==> src/sfr_pkg.sv <==
// Constants for the flash pin-function, reset and address-map block.
// Assumes a 50 MHz ref_clk and a serial clock well below a quarter of it.
package sfr_pkg;

  // Clock and reset pulse timing
  localparam int unsigned REF_CLK_MHZ            = 50;
  localparam int unsigned RESTART_PULSE_MIN_NS   = 1000;
  localparam int unsigned RESTART_PULSE_CYC      =
    (RESTART_PULSE_MIN_NS * REF_CLK_MHZ + 999) / 1000;
  localparam logic [6:0]  RESTART_CNT_MAX        = 7'(RESTART_PULSE_CYC);

  // Array geometry
  localparam int unsigned ARRAY_ADDR_W  = 22;
  localparam int unsigned LINK_ADDR_W   = 24;
  localparam int unsigned SECTOR_LSB    = 12;
  localparam int unsigned BLOCK_LSB     = 16;
  localparam int unsigned PAGE_LSB      = 8;
  localparam int unsigned SEC_SEL_MSB   = 13;

  // Parameter space map
  localparam logic [7:0] PARAM_HDR_BASE  = 8'h00;
  localparam logic [7:0] PARAM_TBL_BASE  = 8'h30;
  localparam logic [7:0] PARAM_LAST      = 8'h6F;
  localparam logic [7:0] PARAM_RSVD_DATA = 8'hFF;

  // Instruction codes
  localparam logic [7:0] CMD_READ_PARAM   = 8'h5A;
  localparam logic [7:0] CMD_PAGE_PROG    = 8'h02;
  localparam logic [7:0] CMD_SECTOR_ERASE = 8'h20;
  localparam logic [7:0] CMD_BLOCK_ERASE  = 8'hD8;
  localparam logic [7:0] CMD_CHIP_ERASE   = 8'hC7;
  localparam logic [7:0] CMD_SEC_ERASE    = 8'h44;
  localparam logic [7:0] CMD_SEC_PROG     = 8'h42;

  // Bit counts on the link
  localparam logic [4:0] LAST_CMD_BIT   = 5'h07;
  localparam logic [4:0] LAST_ADDR_BIT  = 5'h17;
  localparam logic [4:0] LAST_DUMMY_BIT = 5'h07;
  localparam logic [4:0] LAST_DATA_BIT  = 5'h07;

  // Operation kinds handed to the array controller
  typedef enum logic [2:0] {
    OP_NONE       = 3'h0,
    OP_PAGE_PROG  = 3'h1,
    OP_SECT_ERASE = 3'h2,
    OP_BLK_ERASE  = 3'h3,
    OP_CHIP_ERASE = 3'h4,
    OP_SEC_ERASE  = 3'h5,
    OP_SEC_PROG   = 3'h6
  } sfr_op_t;

  // Link engine states
  typedef enum logic [6:0] {
    ST_WAIT  = 7'h01,
    ST_IDLE  = 7'h02,
    ST_CMD   = 7'h04,
    ST_ADDR  = 7'h08,
    ST_DUMMY = 7'h10,
    ST_RDOUT = 7'h20,
    ST_WRIN  = 7'h40
  } sfr_state_t;

endpackage : sfr_pkg

==> src/sfr_param_rom.sv <==
// Parameter space contents, 256 bytes, registered read data.
// Assumes the address is held stable for one clock before use.
`timescale 1ns/1ps
module sfr_param_rom #(
  // Arbitrary neutral maker code
  parameter logic [7:0] MAKER_CODE = 8'hA5
) (
  // Clock and reset
  input  wire logic       ref_clk,
  input  wire logic       rstn,
  // Read port
  input  wire logic [7:0] rd_addr,
  output logic      [7:0] rd_data_ff
);

  logic [7:0] nxt_rd_data;

  always_comb begin
    nxt_rd_data = sfr_pkg::PARAM_RSVD_DATA;
    if (rd_addr <= sfr_pkg::PARAM_LAST) begin
      unique case (rd_addr)
        8'h00: nxt_rd_data = 8'h53;
        8'h01: nxt_rd_data = 8'h46;
        8'h02: nxt_rd_data = 8'h44;
        8'h03: nxt_rd_data = 8'h50;
        8'h05: nxt_rd_data = 8'h01;
        8'h06: nxt_rd_data = 8'h01;
        8'h0A: nxt_rd_data = 8'h01;
        8'h0B: nxt_rd_data = 8'h09;
        8'h0C: nxt_rd_data = sfr_pkg::PARAM_TBL_BASE;
        8'h10: nxt_rd_data = MAKER_CODE;
        8'h12: nxt_rd_data = 8'h01;
        8'h13: nxt_rd_data = 8'h04;
        8'h14: nxt_rd_data = 8'h60;
        8'h30: nxt_rd_data = 8'hE5;
        8'h31: nxt_rd_data = sfr_pkg::CMD_SECTOR_ERASE;
        8'h04, 8'h08, 8'h09, 8'h0D, 8'h0E, 8'h11, 8'h15, 8'h16:
          nxt_rd_data = 8'h00;
        default: nxt_rd_data = sfr_pkg::PARAM_RSVD_DATA;
      endcase
    end
  end

  always_ff @(posedge ref_clk or negedge rstn) begin
    if (!rstn) begin
      rd_data_ff <= 8'h00;
    end else begin
      rd_data_ff <= nxt_rd_data;
    end
  end

endmodule : sfr_param_rom

==> src/sfr_core.sv <==
// Serial link front end of the flash: shared pin 3 function, hardware
// restart, pause, address map decode and parameter-space reads.
// Assumes link pins are asynchronous to ref_clk; mode-0 serial clock
// slower than ref_clk/4; status bits come from same-clock logic.
`timescale 1ns/1ps
module sfr_core (
  // Clock and reset
  input  wire logic        ref_clk,
  input  wire logic        rstn,
  // Link pins
  input  wire logic        cs_n_pin,
  input  wire logic        sclk_pin,
  input  wire logic        serial_in_pin,
  input  wire logic        quad_data_line_three,
  output logic             so_pin_ff,
  output logic             so_oe_n_ff,
  // Status bits
  input  wire logic        pin_function_select_bit,
  input  wire logic        quad_enable_bit,
  input  wire logic [3:1]  sec_lock_bits,
  // Array controller side
  output logic             abort_ff,
  output logic             paused_ff,
  output logic             op_valid_ff,
  output sfr_pkg::sfr_op_t op_kind_ff,
  output logic [21:0]      op_addr_ff,
  output logic [1:0]       op_sec_idx_ff,
  output logic [7:0]       op_clr_mask_ff,
  output logic             op_refused_ff
);

  // Synchronisers; select starts low so a real deselect is seen first
  logic [1:0] cs_sync_ff;
  logic [1:0] sclk_sync_ff;
  logic [1:0] si_sync_ff;
  logic [1:0] io3_sync_ff;
  logic       sclk_dly_ff;

  always_ff @(posedge ref_clk or negedge rstn) begin
    if (!rstn) begin
      cs_sync_ff   <= 2'h0;
      sclk_sync_ff <= 2'h0;
      si_sync_ff   <= 2'h0;
      io3_sync_ff  <= 2'h3;
      sclk_dly_ff  <= 1'b0;
    end else begin
      cs_sync_ff   <= {cs_sync_ff[0], cs_n_pin};
      sclk_sync_ff <= {sclk_sync_ff[0], sclk_pin};
      si_sync_ff   <= {si_sync_ff[0], serial_in_pin};
      io3_sync_ff  <= {io3_sync_ff[0], quad_data_line_three};
      sclk_dly_ff  <= sclk_sync_ff[1];
    end
  end

  logic cs_n_s;
  logic sclk_s;
  logic si_s;
  logic io3_s;
  assign cs_n_s = cs_sync_ff[1];
  assign sclk_s = sclk_sync_ff[1];
  assign si_s   = si_sync_ff[1];
  assign io3_s  = io3_sync_ff[1];

  // Pin 3 function decode
  logic restart_fn;
  logic pause_fn;
  logic paused;
  // restart only when quad off and select set
  assign restart_fn = ~quad_enable_bit & pin_function_select_bit;
  assign pause_fn   = ~quad_enable_bit & ~pin_function_select_bit;
  assign paused     = pause_fn & ~io3_s & ~cs_n_s;

  // Edges are ignored while paused, so clock toggles during pause are lost
  logic rise;
  logic fall;
  assign rise = sclk_s & ~sclk_dly_ff & ~paused;
  assign fall = ~sclk_s & sclk_dly_ff & ~paused;

  // Restart pulse width measurement
  logic [6:0] rst_cnt_ff;
  logic       restart_hit;
  logic       restart_hold;
  assign restart_hold = restart_fn & ~io3_s;
  assign restart_hit  = restart_hold & (rst_cnt_ff == sfr_pkg::RESTART_CNT_MAX - 7'h01);

  always_ff @(posedge ref_clk or negedge rstn) begin
    if (!rstn) begin
      rst_cnt_ff <= 7'h00;
    end else if (!restart_hold) begin
      rst_cnt_ff <= 7'h00;
    end else if (rst_cnt_ff != sfr_pkg::RESTART_CNT_MAX) begin
      rst_cnt_ff <= rst_cnt_ff + 7'h01;
    end
  end
  logic restart_active;
  assign restart_active = restart_hit | (rst_cnt_ff == sfr_pkg::RESTART_CNT_MAX);

  always_ff @(posedge ref_clk or negedge rstn) begin
    if (!rstn) begin
      abort_ff  <= 1'b0;
      paused_ff <= 1'b0;
    end else begin
      abort_ff  <= restart_hit;
      paused_ff <= paused;
    end
  end

  // Link engine
  sfr_pkg::sfr_state_t st_ff;
  logic [4:0]  bit_cnt_ff;
  logic [7:0]  cmd_ff;
  logic [23:0] in_sh_ff;

  logic [7:0]  cmd_byte;
  logic [23:0] addr_word;
  logic [7:0]  data_byte;
  logic        cmd_done;
  logic        addr_done;
  logic        data_done;
  assign cmd_byte  = {in_sh_ff[6:0], si_s};
  assign addr_word = {in_sh_ff[22:0], si_s};
  assign data_byte = {in_sh_ff[6:0], si_s};
  assign cmd_done  = rise & (st_ff == sfr_pkg::ST_CMD) & (bit_cnt_ff == sfr_pkg::LAST_CMD_BIT);
  assign addr_done = rise & (st_ff == sfr_pkg::ST_ADDR) & (bit_cnt_ff == sfr_pkg::LAST_ADDR_BIT);
  assign data_done = rise & (st_ff == sfr_pkg::ST_WRIN) & (bit_cnt_ff == sfr_pkg::LAST_DATA_BIT);

  logic cmd_has_addr;
  always_comb begin
    cmd_has_addr = 1'b0;
    // no page erase code is decoded
    if (cmd_byte == sfr_pkg::CMD_READ_PARAM || cmd_byte == sfr_pkg::CMD_PAGE_PROG ||
        cmd_byte == sfr_pkg::CMD_SECTOR_ERASE || cmd_byte == sfr_pkg::CMD_BLOCK_ERASE ||
        cmd_byte == sfr_pkg::CMD_SEC_ERASE || cmd_byte == sfr_pkg::CMD_SEC_PROG) begin
      cmd_has_addr = 1'b1;
    end
  end

  always_ff @(posedge ref_clk or negedge rstn) begin
    if (!rstn) begin
      // power-up waits for a deselect first
      st_ff      <= sfr_pkg::ST_WAIT;
      bit_cnt_ff <= 5'h00;
      cmd_ff     <= 8'h00;
      in_sh_ff   <= 24'h000000;
    end else if (restart_active) begin
      // drop partial command, await fresh select
      st_ff      <= sfr_pkg::ST_WAIT;
      bit_cnt_ff <= 5'h00;
    end else if (st_ff == sfr_pkg::ST_WAIT) begin
      if (cs_n_s) begin
        st_ff <= sfr_pkg::ST_IDLE;
      end
    end else if (cs_n_s) begin
      st_ff <= sfr_pkg::ST_IDLE;
    end else if (st_ff == sfr_pkg::ST_IDLE) begin
      st_ff      <= sfr_pkg::ST_CMD;
      bit_cnt_ff <= 5'h00;
    end else if (rise) begin
      in_sh_ff   <= addr_word;
      bit_cnt_ff <= bit_cnt_ff + 5'h01;
      unique case (st_ff)
        sfr_pkg::ST_CMD: begin
          if (cmd_done) begin
            cmd_ff     <= cmd_byte;
            bit_cnt_ff <= 5'h00;
            st_ff      <= cmd_has_addr ? sfr_pkg::ST_ADDR : sfr_pkg::ST_WAIT;
          end
        end
        sfr_pkg::ST_ADDR: begin
          if (addr_done) begin
            bit_cnt_ff <= 5'h00;
            // parameter read takes a dummy byte
            if (cmd_ff == sfr_pkg::CMD_READ_PARAM) begin
              st_ff <= sfr_pkg::ST_DUMMY;
            end else if (cmd_ff == sfr_pkg::CMD_PAGE_PROG ||
                         cmd_ff == sfr_pkg::CMD_SEC_PROG) begin
              st_ff <= sfr_pkg::ST_WRIN;
            end else begin
              st_ff <= sfr_pkg::ST_WAIT;
            end
          end
        end
        sfr_pkg::ST_DUMMY: begin
          if (bit_cnt_ff == sfr_pkg::LAST_DUMMY_BIT) begin
            st_ff <= sfr_pkg::ST_RDOUT;
          end
        end
        sfr_pkg::ST_WRIN: begin
          if (data_done) begin
            bit_cnt_ff <= 5'h00;
          end
        end
        sfr_pkg::ST_RDOUT: bit_cnt_ff <= 5'h00;
        default: st_ff <= sfr_pkg::ST_WAIT;
      endcase
    end
  end

  // Address decode for array and security registers
  logic [23:0] base_addr_ff;
  logic [7:0]  byte_idx_ff;

  // byte index wraps inside its 256-byte page
  always_ff @(posedge ref_clk or negedge rstn) begin
    if (!rstn) begin
      base_addr_ff <= 24'h000000;
      byte_idx_ff  <= 8'h00;
    end else if (addr_done) begin
      base_addr_ff <= addr_word;
      byte_idx_ff  <= addr_word[7:0];
    end else if (data_done) begin
      byte_idx_ff <= byte_idx_ff + 8'h01;
    end
  end

  function automatic logic [1:0] sec_index(input logic [23:0] a);
    sec_index = a[sfr_pkg::SEC_SEL_MSB:sfr_pkg::SECTOR_LSB];
  endfunction : sec_index

  // only x000h..x0FFh of registers 0..3 exist
  function automatic logic sec_in_map(input logic [23:0] a);
    sec_in_map = (a[23:sfr_pkg::SEC_SEL_MSB+1] == '0) &&
                 (a[sfr_pkg::SECTOR_LSB-1:sfr_pkg::PAGE_LSB] == '0);
  endfunction : sec_in_map

  logic        sec_grant;
  logic [1:0]  sec_idx;
  logic [23:0] sec_addr;
  always_comb begin
    sec_addr  = addr_done ? addr_word : base_addr_ff;
    sec_idx   = sec_index(sec_addr);
    sec_grant = 1'b0;
    // register 0 is the read-only parameter store
    // each lock guards its own register only
    if (sec_in_map(sec_addr) && sec_idx != 2'h0) begin
      sec_grant = ~sec_lock_bits[sec_idx];
    end
  end

  always_ff @(posedge ref_clk or negedge rstn) begin
    if (!rstn) begin
      op_valid_ff    <= 1'b0;
      op_refused_ff  <= 1'b0;
      op_kind_ff     <= sfr_pkg::OP_NONE;
      op_addr_ff     <= 22'h000000;
      op_sec_idx_ff  <= 2'h0;
      op_clr_mask_ff <= 8'h00;
    end else begin
      op_valid_ff   <= 1'b0;
      op_refused_ff <= 1'b0;
      if (cmd_done && cmd_byte == sfr_pkg::CMD_CHIP_ERASE) begin
        op_valid_ff <= 1'b1;
        op_kind_ff  <= sfr_pkg::OP_CHIP_ERASE;
        op_addr_ff  <= 22'h000000;
      end else if (addr_done) begin
        unique case (cmd_ff)
          sfr_pkg::CMD_SECTOR_ERASE: begin
            op_valid_ff <= 1'b1;
            op_kind_ff  <= sfr_pkg::OP_SECT_ERASE;
            op_addr_ff  <= {addr_word[21:sfr_pkg::SECTOR_LSB], 12'h000};
          end
          sfr_pkg::CMD_BLOCK_ERASE: begin
            op_valid_ff <= 1'b1;
            op_kind_ff  <= sfr_pkg::OP_BLK_ERASE;
            op_addr_ff  <= {addr_word[21:sfr_pkg::BLOCK_LSB], 16'h0000};
          end
          sfr_pkg::CMD_SEC_ERASE: begin
            op_valid_ff   <= sec_grant;
            op_refused_ff <= ~sec_grant;
            op_kind_ff    <= sfr_pkg::OP_SEC_ERASE;
            op_sec_idx_ff <= sec_idx;
            op_addr_ff    <= {addr_word[21:sfr_pkg::PAGE_LSB], 8'h00};
          end
          default: op_kind_ff <= op_kind_ff;
        endcase
      end else if (data_done) begin
        // program only clears the zero bits
        op_clr_mask_ff <= ~data_byte;
        op_addr_ff     <= {base_addr_ff[21:sfr_pkg::PAGE_LSB], byte_idx_ff};
        if (cmd_ff == sfr_pkg::CMD_SEC_PROG) begin
          op_valid_ff   <= sec_grant;
          op_refused_ff <= ~sec_grant;
          op_kind_ff    <= sfr_pkg::OP_SEC_PROG;
          op_sec_idx_ff <= sec_idx;
        end else begin
          op_valid_ff <= 1'b1;
          op_kind_ff  <= sfr_pkg::OP_PAGE_PROG;
        end
      end
    end
  end

  // Parameter space read path
  logic [7:0] rom_addr_ff;
  logic [7:0] rom_data;
  logic [7:0] out_sh_ff;
  logic [2:0] out_cnt_ff;
  logic       rd_active;
  assign rd_active = (st_ff == sfr_pkg::ST_RDOUT) & ~cs_n_s & ~restart_active;

  sfr_param_rom u_param_rom (
    .ref_clk    (ref_clk),
    .rstn       (rstn),
    .rd_addr    (rom_addr_ff),
    .rd_data_ff (rom_data)
  );

  // output byte at the requested address, shifted out on falls
  always_ff @(posedge ref_clk or negedge rstn) begin
    if (!rstn) begin
      rom_addr_ff <= sfr_pkg::PARAM_HDR_BASE;
      out_sh_ff   <= 8'h00;
      out_cnt_ff  <= 3'h0;
      so_pin_ff   <= 1'b0;
    end else if (addr_done) begin
      rom_addr_ff <= addr_word[7:0];
      out_cnt_ff  <= 3'h0;
    end else if (rd_active && fall) begin
      out_cnt_ff <= out_cnt_ff + 3'h1;
      if (out_cnt_ff == 3'h0) begin
        so_pin_ff   <= rom_data[7];
        out_sh_ff   <= {rom_data[6:0], 1'b0};
        rom_addr_ff <= rom_addr_ff + 8'h01;
      end else begin
        so_pin_ff <= out_sh_ff[7];
        out_sh_ff <= {out_sh_ff[6:0], 1'b0};
      end
    end
  end

  // output floats while paused or deselected
  always_ff @(posedge ref_clk or negedge rstn) begin
    if (!rstn) begin
      so_oe_n_ff <= 1'b1;
    end else begin
      so_oe_n_ff <= ~(rd_active & ~paused);
    end
  end
endmodule : sfr_core

==> config.mk <==
export PLATFORM = sky130hd
export DESIGN_NAME = sfr_core
export DESIGN_NICKNAME = d
export VERILOG_FILES = /design/src/sfr_pkg.sv /design/src/sfr_param_rom.sv /design/src/sfr_core.sv
export SDC_FILE = /design/constraint.sdc
export NUM_CORES = 1
export LEC_CHECK = 0
export BUFFER_PORTS_ARGS = -buffer_cell sky130_fd_sc_hd__buf_2
export CAP_MARGIN = 20
export CORE_AREA = 4 4 120 122
export DETAILED_ROUTE_END_ITERATION = 7
export DIE_AREA = 0 0 124 126
export GPL_ROUTABILITY_DRIVEN = 0
export PLACE_DENSITY = 0.77
export SLEW_MARGIN = 5
export SYNTH_ARGS = -nofsm -noshare
export SYNTH_HDL_FRONTEND = slang
export SYNTH_SLANG_ARGS = --single-unit
==> constraint.sdc <==
create_clock -name ref_clk -period 4.2 [get_ports ref_clk]
set_clock_uncertainty 0.15 [all_clocks]
set_input_delay 0.84 -clock ref_clk [delete_from_list [all_inputs] [get_ports ref_clk]]
set_output_delay 0.84 -clock ref_clk [all_outputs]
set_load 0.1 [all_outputs]
Yosys cells after proc, flatten, opt, wreduce, memory -nomap -nowiden
Memory sizes are Yosys's and may differ from the RTL's.
Index checks and enable logic that the tools add are counted.
{ "word_totals": {"romBits": 512, "n_memories": 1, "register_bits": 159} }
{ "op_classes": {"bitwise": 36, "eq_ne": 35, "n_lt_le_gt_ge": 2, "mux": 63, "addsub": 5, "n_reduce_logical": 33} }
{ "mem_list": {"columns": ["name", "words", "width", "rd", "rd_ports_with_merged_regs", "wr", "line", "text"], "rows": [
  ["(no name shown)", 64, 8, 1, 0, 0, "sfr_param_rom.sv:21", "unique case (rd_addr)"]
]} }
{ "ops": {"columns": ["cell", "n"], "rows": [
  ["7-bit 2-to-1 mux", 13],
  ["22-bit 2-to-1 mux", 3],
  ["22-bit one-hot mux with 3 select lines", 1],
  ["8-bit 2-to-1 mux", 8],
  ["8-bit by 7-bit == test with 1-bit output (second input constant)", 6],
  ["5-bit 2-to-1 mux", 8],
  ["7-bit one-hot mux with 4 select lines", 1],
  ["8-bit == test (second input constant)", 3],
  ["24-bit 2-to-1 mux", 1],
  ["7-bit by 6-bit == test with 1-bit output (second input constant)", 3],
  ["5-bit one-hot mux with 4 select lines", 1],
  ["1-bit AND", 19],
  ["3-bit 2-to-1 mux", 6],
  ["8-bit by 1-bit adder with 8-bit output (second input constant)", 2],
  ["8-bit by 2-bit == test with 1-bit output (second input constant)", 2],
  ["8-bit by 6-bit == test with 1-bit output (second input constant)", 2],
  ["1-bit inverter", 15],
  ["1-bit 2-to-1 mux", 13],
  ["10-bit zero test", 1],
  ["5-bit by 4-bit != test with 1-bit output (second input constant)", 2],
  ["2-bit nonzero test", 5],
  ["3-bit one-hot mux with 3 select lines", 1],
  ["8-bit by 7-bit less-or-equal comparator with 1-bit output (second input constant)", 1],
  ["2-bit 2-to-1 mux", 4],
  ["other kinds (38)", 53]
]} }

Longest topological paths before layout
{ "logic_depth": {"word_depth": 18, "mapped_depth": 9, "ltp_nobuf": 8} }

Hierarchy
From an unflattened synthesis, not the netlist that was laid out.
{ "hier_totals": {"hier_cells": 704, "hier_area_um2": 7277.0} }
{ "modules_own_cells": {"columns": ["module", "cells_each", "n_inst", "area_per_inst_um2", "seq_area_each_um2"], "rows": [
  ["sfr_core", 634, 1, 6650.1, 3558.4],
  ["sfr_param_rom", 70, 1, 626.9, 200.2]
]} }

Least setup slack after synthesis
No wires, ideal clock.
{ "synth_path": {"kind": "in2reg", "start": "input port pin_function_select_bit", "end": "register st_ff[3]", "required_time_ns": 3.925, "t_arrival_ns": 2.450, "setup_slack_ns": 1.475, "path_stages": 6, "cell_sequence": "or4_4 -> and2_4 -> and3_1 -> a21o_1 -> a21oi_4 -> mux2_4"} }
{ "synth_via": {"elab_chain_len": 10, "elab_cells_between_ends": 22, "cone_classes": "eq/ne: 5; mux: 1; bitwise: 14; reduce/logical: 2"} }
{ "synth_lines": {"columns": ["item", "line", "text"], "rows": [
  ["start, declared", "sfr_core.sv:18", "input wire logic pin_function_select_bit,"],
  ["1-bit inverter", "sfr_core.sv:70", "assign pause_fn = ~quad_enable_bit & ~pin_function_select_bit;"],
  ["1-bit AND", "sfr_core.sv:70", null],
  ["1-bit AND (2 in series)", "sfr_core.sv:71", "assign paused = pause_fn & ~io3_s & ~cs_n_s;"],
  ["1-bit inverter", "sfr_core.sv:76", "assign rise = sclk_s & ~sclk_dly_ff & ~paused;"],
  ["1-bit AND", "sfr_core.sv:76", null],
  ["1-bit AND (on tied branches) (2 in series)", "sfr_core.sv:124, sfr_core.sv:123", null],
  ["5-bit by 4-bit != test with 1-bit output (no source line)", null, null],
  ["6-bit AND reduction (no source line)", null, null],
  ["end signal, assigned", "sfr_core.sv:141", "st_ff <= sfr_pkg::ST_WAIT;"],
  ["end signal, assigned", "sfr_core.sv:147", "st_ff <= sfr_pkg::ST_WAIT;"],
  ["end signal, assigned", "sfr_core.sv:151", "st_ff <= sfr_pkg::ST_IDLE;"],
  ["end, declared", "sfr_core.sv:109", "sfr_pkg::sfr_state_t st_ff;"]
]} }
Parallel ways exist; a longest one is shown, timed or not.
A chain may end at the register's enable or synchronous reset.

Final worst setup path
{ "layout_path": {"start": "register rst_cnt_ff[1]", "end": "register rom_addr_ff[7]"} }
{ "layout_via": {"elab_chain_len": 8, "elab_cells_between_ends": 9, "cone_classes": "eq/ne: 2; bitwise: 4; reduce/logical: 3"} }
{ "layout_lines": {"columns": ["item", "line", "text"], "rows": [
  ["start, declared", "sfr_core.sv:80", "logic [6:0] rst_cnt_ff;"],
  ["start signal, assigned", "sfr_core.sv:92", "rst_cnt_ff <= rst_cnt_ff + 7'h01;"],
  ["7-bit by 6-bit == test with 1-bit output", "sfr_core.sv:84", "assign restart_hit = restart_hold & (rst_cnt_ff == sfr_pkg::RESTART_CNT_MAX - 7'h01);"],
  ["1-bit AND", "sfr_core.sv:84", null],
  ["1-bit OR *", "sfr_core.sv:96", "assign restart_active = restart_hit | (rst_cnt_ff == sfr_pkg::RESTART_CNT_MAX);"],
  ["1-bit inverter (no source line) *", null, null],
  ["1-bit AND *", "sfr_core.sv:299", "assign rd_active = (st_ff == sfr_pkg::ST_RDOUT) & ~cs_n_s & ~restart_active;"],
  ["1-bit logical AND *", "sfr_core.sv:318", "end else if (rd_active && fall) begin"],
  ["2-bit nonzero test (no source line) *", null, null],
  ["2-bit AND reduction (no source line) *", null, null],
  ["end signal, assigned", "sfr_core.sv:311", "rom_addr_ff <= sfr_pkg::PARAM_HDR_BASE;"],
  ["end signal, assigned", "sfr_core.sv:316", "rom_addr_ff <= addr_word[7:0];"],
  ["end signal, assigned", "sfr_core.sv:323", "rom_addr_ff <= rom_addr_ff + 8'h01;"],
  ["end, declared", "sfr_core.sv:294", "logic [7:0] rom_addr_ff;"]
]} }
Mark *: on every way between the ends. The rest lies on a longest branch, timed or not.

==> results.yml <==
outcome:
  outcome: "finished, final reports clean"
timing:
  worstMarginPinSlew_ns: 0.8872
  setup_ws_ns: 1.258
  hold_viol_final: 0
  max_slew_margin_pct: 40.85
  tns_ns: 0
  rsz0062_at_grt: "false"
  period_needed_ns: 2.942
  setup-violations-final: 0
  fin_crit_sh_pct: 70.05
  timing.fmax_mhz: 339.9
  slew_viol_final: 0
power:
  powerDensity_mw_per_mm2: 446.4
  vdd_ir_drop_max_mv: 0.3298
  leakage_uw: 0.003967
worst_setup_path:
  arrival_ns: 3.08
  cp_common_cell: "o211ai_1"
  worstReg2RegStart: "rst_cnt_ff[1]$_DFFE_PN0P_"
  worst-path-stages: 8
  cp.buffers_inverters: 1
  reg2reg_setup_slack_ns: 1.26
  crit_fanout: 23
  critPathKind: "reg -> reg"
  worstSetupEndpointType: "flop"
  cpLargestDelayFamily: "compound AO/OA/AOI/OAI gates"
  cp-startpoint: "rst_cnt_ff[1]$_DFFE_PN0P_"
  reg2reg_depth: 8
  timing.rr.end: "rom_addr_ff[7]$_DFFE_PN0P_"
  critPathSlowestCell: "and3_1"
  cp-endpoint: "rom_addr_ff[7]$_DFFE_PN0P_"
  path_cells: "inv_1, ha_1, nor4bb_1, o211ai_1, and3_1, a21oi_2, o21ai_0, o211ai_1"
  worstSetupStartpointType: "flop"
  cp.required_ns: 4.34
  worst_path_largest_cell_delay_ns: 0.77
placement:
  portBuffers: 51
  detailedPlace.worstSlack_ns: 0.9820
  dp_hpwl_um: 10470
  placedCellCount: 884
  dpl_cell_area_mm2: 0.007587
cts:
  cts_buffer_depth: 2
  h-tree-depth: 4
  clk_latency_ns: 0.43
  cts_resized: 0
  cts-root-buf: "clkbuf_16"
  cts_buffers: 17
  clk_pin_slew_ns: 0.06
  cts_setup_buffers: 0
  clkSinkCount: 150
  hold_buffers: 0
  cts_tree: "yes"
routing:
  remaining_drc_errors: 0
  wl_per_cell_um: 17.03
  via_per_inst: 5.957
  drt-total-wl_um: 15600
  dr.pass1.iters: 8
  drtIter0Drc: 577
  vias: 5457
  ant_nets: 0
logic_synthesis:
  yosysUniqueCellTypes: 73
  synth.avg_cell_area_um2: 10.55
  synth_cells: 682
  ys.flop_type: "dfrtp_1"
  ys_ff_latch: 150
  seq_area_frac_synth_pct: 52.25
  ys_warn_count: 0
  synth-async-reset-ratio_pct: 100.0
  syn-cell-area_mm2: 0.007193
  synth_edf_count: 0
  synth_nets: 707
cells_and_area:
  drive_gt1_share_pct: 22.70
  final_common_cell: "dfrtp_1"
  diodes: 0
  final_util_pct: 62.56
  layout.cells.non_filler: 916
  finalInstanceArea_mm2: 0.008252
  fillers: 1066
  nets: 752
  final_cell_mix: "dfrtp_1, nand2_1, nor2_1, buf_2, o21ai_0"
  area_growth_pct: 14.72
grt:
  overflow: 0
  grt_max_degree: 98
  grt.total_usage_pct: 21.49
  antenna_found_initial: 0
  first_global_vias: 5464
  grt_pass1_wl_um: 26540
die:
  coreArea_mm2: 0.01319
  die_height_um: 126
  die_w_um: 124
  ios: 52
  initial_core_util_pct: 54.53
  rows: 42
  die_area_mm2: 0.01562
hold_path:
  min_path_type: "reg -> reg"
job:
  maxCapViolCount: 0
## cell families (layout without fill, tap and decap cells)
kind of cell / after synthesis / in the layout / share of synthesized area (%)
AO/OA/AOI/OAI: 136 / 136 / 12.79
multiplexers: 52 / 52 / 8.367
AND/OR/NAND/NOR: 271 / 271 / 19.93
flip-flops: 150 / 150 / 52.25
adder cells (fa/ha/maj): 14 / 14 / 2.435
buffers and inverters: 51 / 109 / 3.253
XOR/XNOR: 8 / 8 / 0.9741
## state kept, by name (all words and copies together) (netlist names), 7 cells and up
| register | count |
|---|---|
| in_sh_ff | 23 |
| op_addr_ff | 22 |
| base_addr_ff | 16 |
| byte_idx_ff | 8 |
| cmd_ff | 8 |
| op_clr_mask_ff | 8 |
| rom_addr_ff | 8 |
| u_param_rom.rd_data_ff | 8 |
| out_sh_ff | 7 |
| rst_cnt_ff | 7 |
| st_ff | 7 |
## final cells by class
| class | count | area (µm²) | area share [%] |
|---|---|---|---|
| clock inverters | 11 | 193.9 | 2.350 |
| repair buffers | 59 | 334.1 | 4.049 |
| flip-flops and latches | 150 | 3759 | 45.55 |
| well taps | 176 | 220.2 | 2.669 |
| multi-input cells | 481 | 3207 | 38.86 |
| clock buffers | 21 | 470.5 | 5.701 |
| inverters | 18 | 67.56 | 0.8188 |
## worst register-to-register path, stage by stage (launching register included)
cell and delay [ns]:
dfrtp_1 0.41, inv_1 0.06, ha_1 0.17, nor4bb_1 0.15, o211ai_1 0.55, and3_1 0.77, a21oi_2 0.18, o21ai_0 0.24
o211ai_1 0.12
## synth_stat cells, types with 3 or more instances
master / count / area (µm²)
dfrtp_1: 146 / 3654
nand2_1: 71 / 266.5
nor2_1: 55 / 206.5
o21ai_0: 39 / 195.2
mux2_2: 37 / 416.7
nand3_1: 33 / 165.2
a21oi_1: 29 / 145.1
inv_1: 18 / 67.56
clkbuf_1: 17 / 63.81
ha_1: 14 / 175.2
and3_1: 12 / 75.07
nor3_1: 12 / 60.06
a22o_1: 10 / 87.58
buf_2: 10 / 50.05
nand4_1: 9 / 56.30
mux2i_1: 8 / 80.08
nor2b_1: 8 / 50.05
nor4_1: 8 / 50.05
mux2_4: 7 / 105.1
nand2b_1: 6 / 37.54
nand3b_1: 6 / 45.04
nand4b_1: 6 / 52.55
or3_1: 6 / 37.54
nor3b_1: 5 / 37.54
o211ai_1: 5 / 37.54
o31ai_1: 5 / 37.54
xor2_1: 5 / 43.79
a221o_1: 4 / 40.04
a22oi_1: 4 / 30.03
a31oi_1: 4 / 25.02
and2_1: 4 / 25.02
buf_6: 4 / 45.04
dfstp_2: 4 / 105.1
or4_1: 4 / 30.03
a2111oi_0: 3 / 26.28
a31o_2: 3 / 26.28
nand2_2: 3 / 18.77
nor2_2: 3 / 18.77
o21ai_1: 3 / 15.01
xnor2_1: 3 / 26.28
## per-layer routing
metal	vias up	global-route usage [%]	share of wire (%)
met5	-	0	0
met4	0	10.63	2.6
met3	38	3.946	4.2
met2	163	33.31	48
met1	2712	29.05	45
li1	2544	-	-
## through the flow
step	hold WS (ns)	power (µW)
6_report	0.1946	3683
5_1_grt	0.2049	3828
2_1_floorplan	0.1812	1888
3_5_place_dp	0.1879	2008
4_1_cts	0.1996	3703
3_3_place_gp	0.1829	1980
## worst min path at each step
stage / start / to / slack (ns) / cells after the start
2_1_floorplan: cs_sync_ff[0]$_DFF_PN0_ / cs_sync_ff[1]$_DFF_PN0_ / 0.18 / 0
3_3_place_gp: cs_sync_ff[0]$_DFF_PN0_ / cs_sync_ff[1]$_DFF_PN0_ / 0.18 / 0
3_5_place_dp: sclk_sync_ff[0]$_DFF_PN0_ / sclk_sync_ff[1]$_DFF_PN0_ / 0.19 / 0
4_1_cts: si_sync_ff[0]$_DFF_PN0_ / si_sync_ff[1]$_DFF_PN0_ / 0.20 / 0
5_1_grt: sclk_sync_ff[0]$_DFF_PN0_ / sclk_sync_ff[1]$_DFF_PN0_ / 0.20 / 0
6_report: si_sync_ff[0]$_DFF_PN0_ / si_sync_ff[1]$_DFF_PN0_ / 0.19 / 0
## power by group
| part | switching (µW) | leakage [µW] | internal (µW) |
|---|---|---|---|
| clock | 594 | 0.000324 | 1100 |
| sequential | 131 | 0.00200 | 1520 |
| combinational | 178 | 0.00164 | 162 |
| total | 902 | 0.00397 | 2780 |
Note: power is estimated with default switching activity, not from simulation.
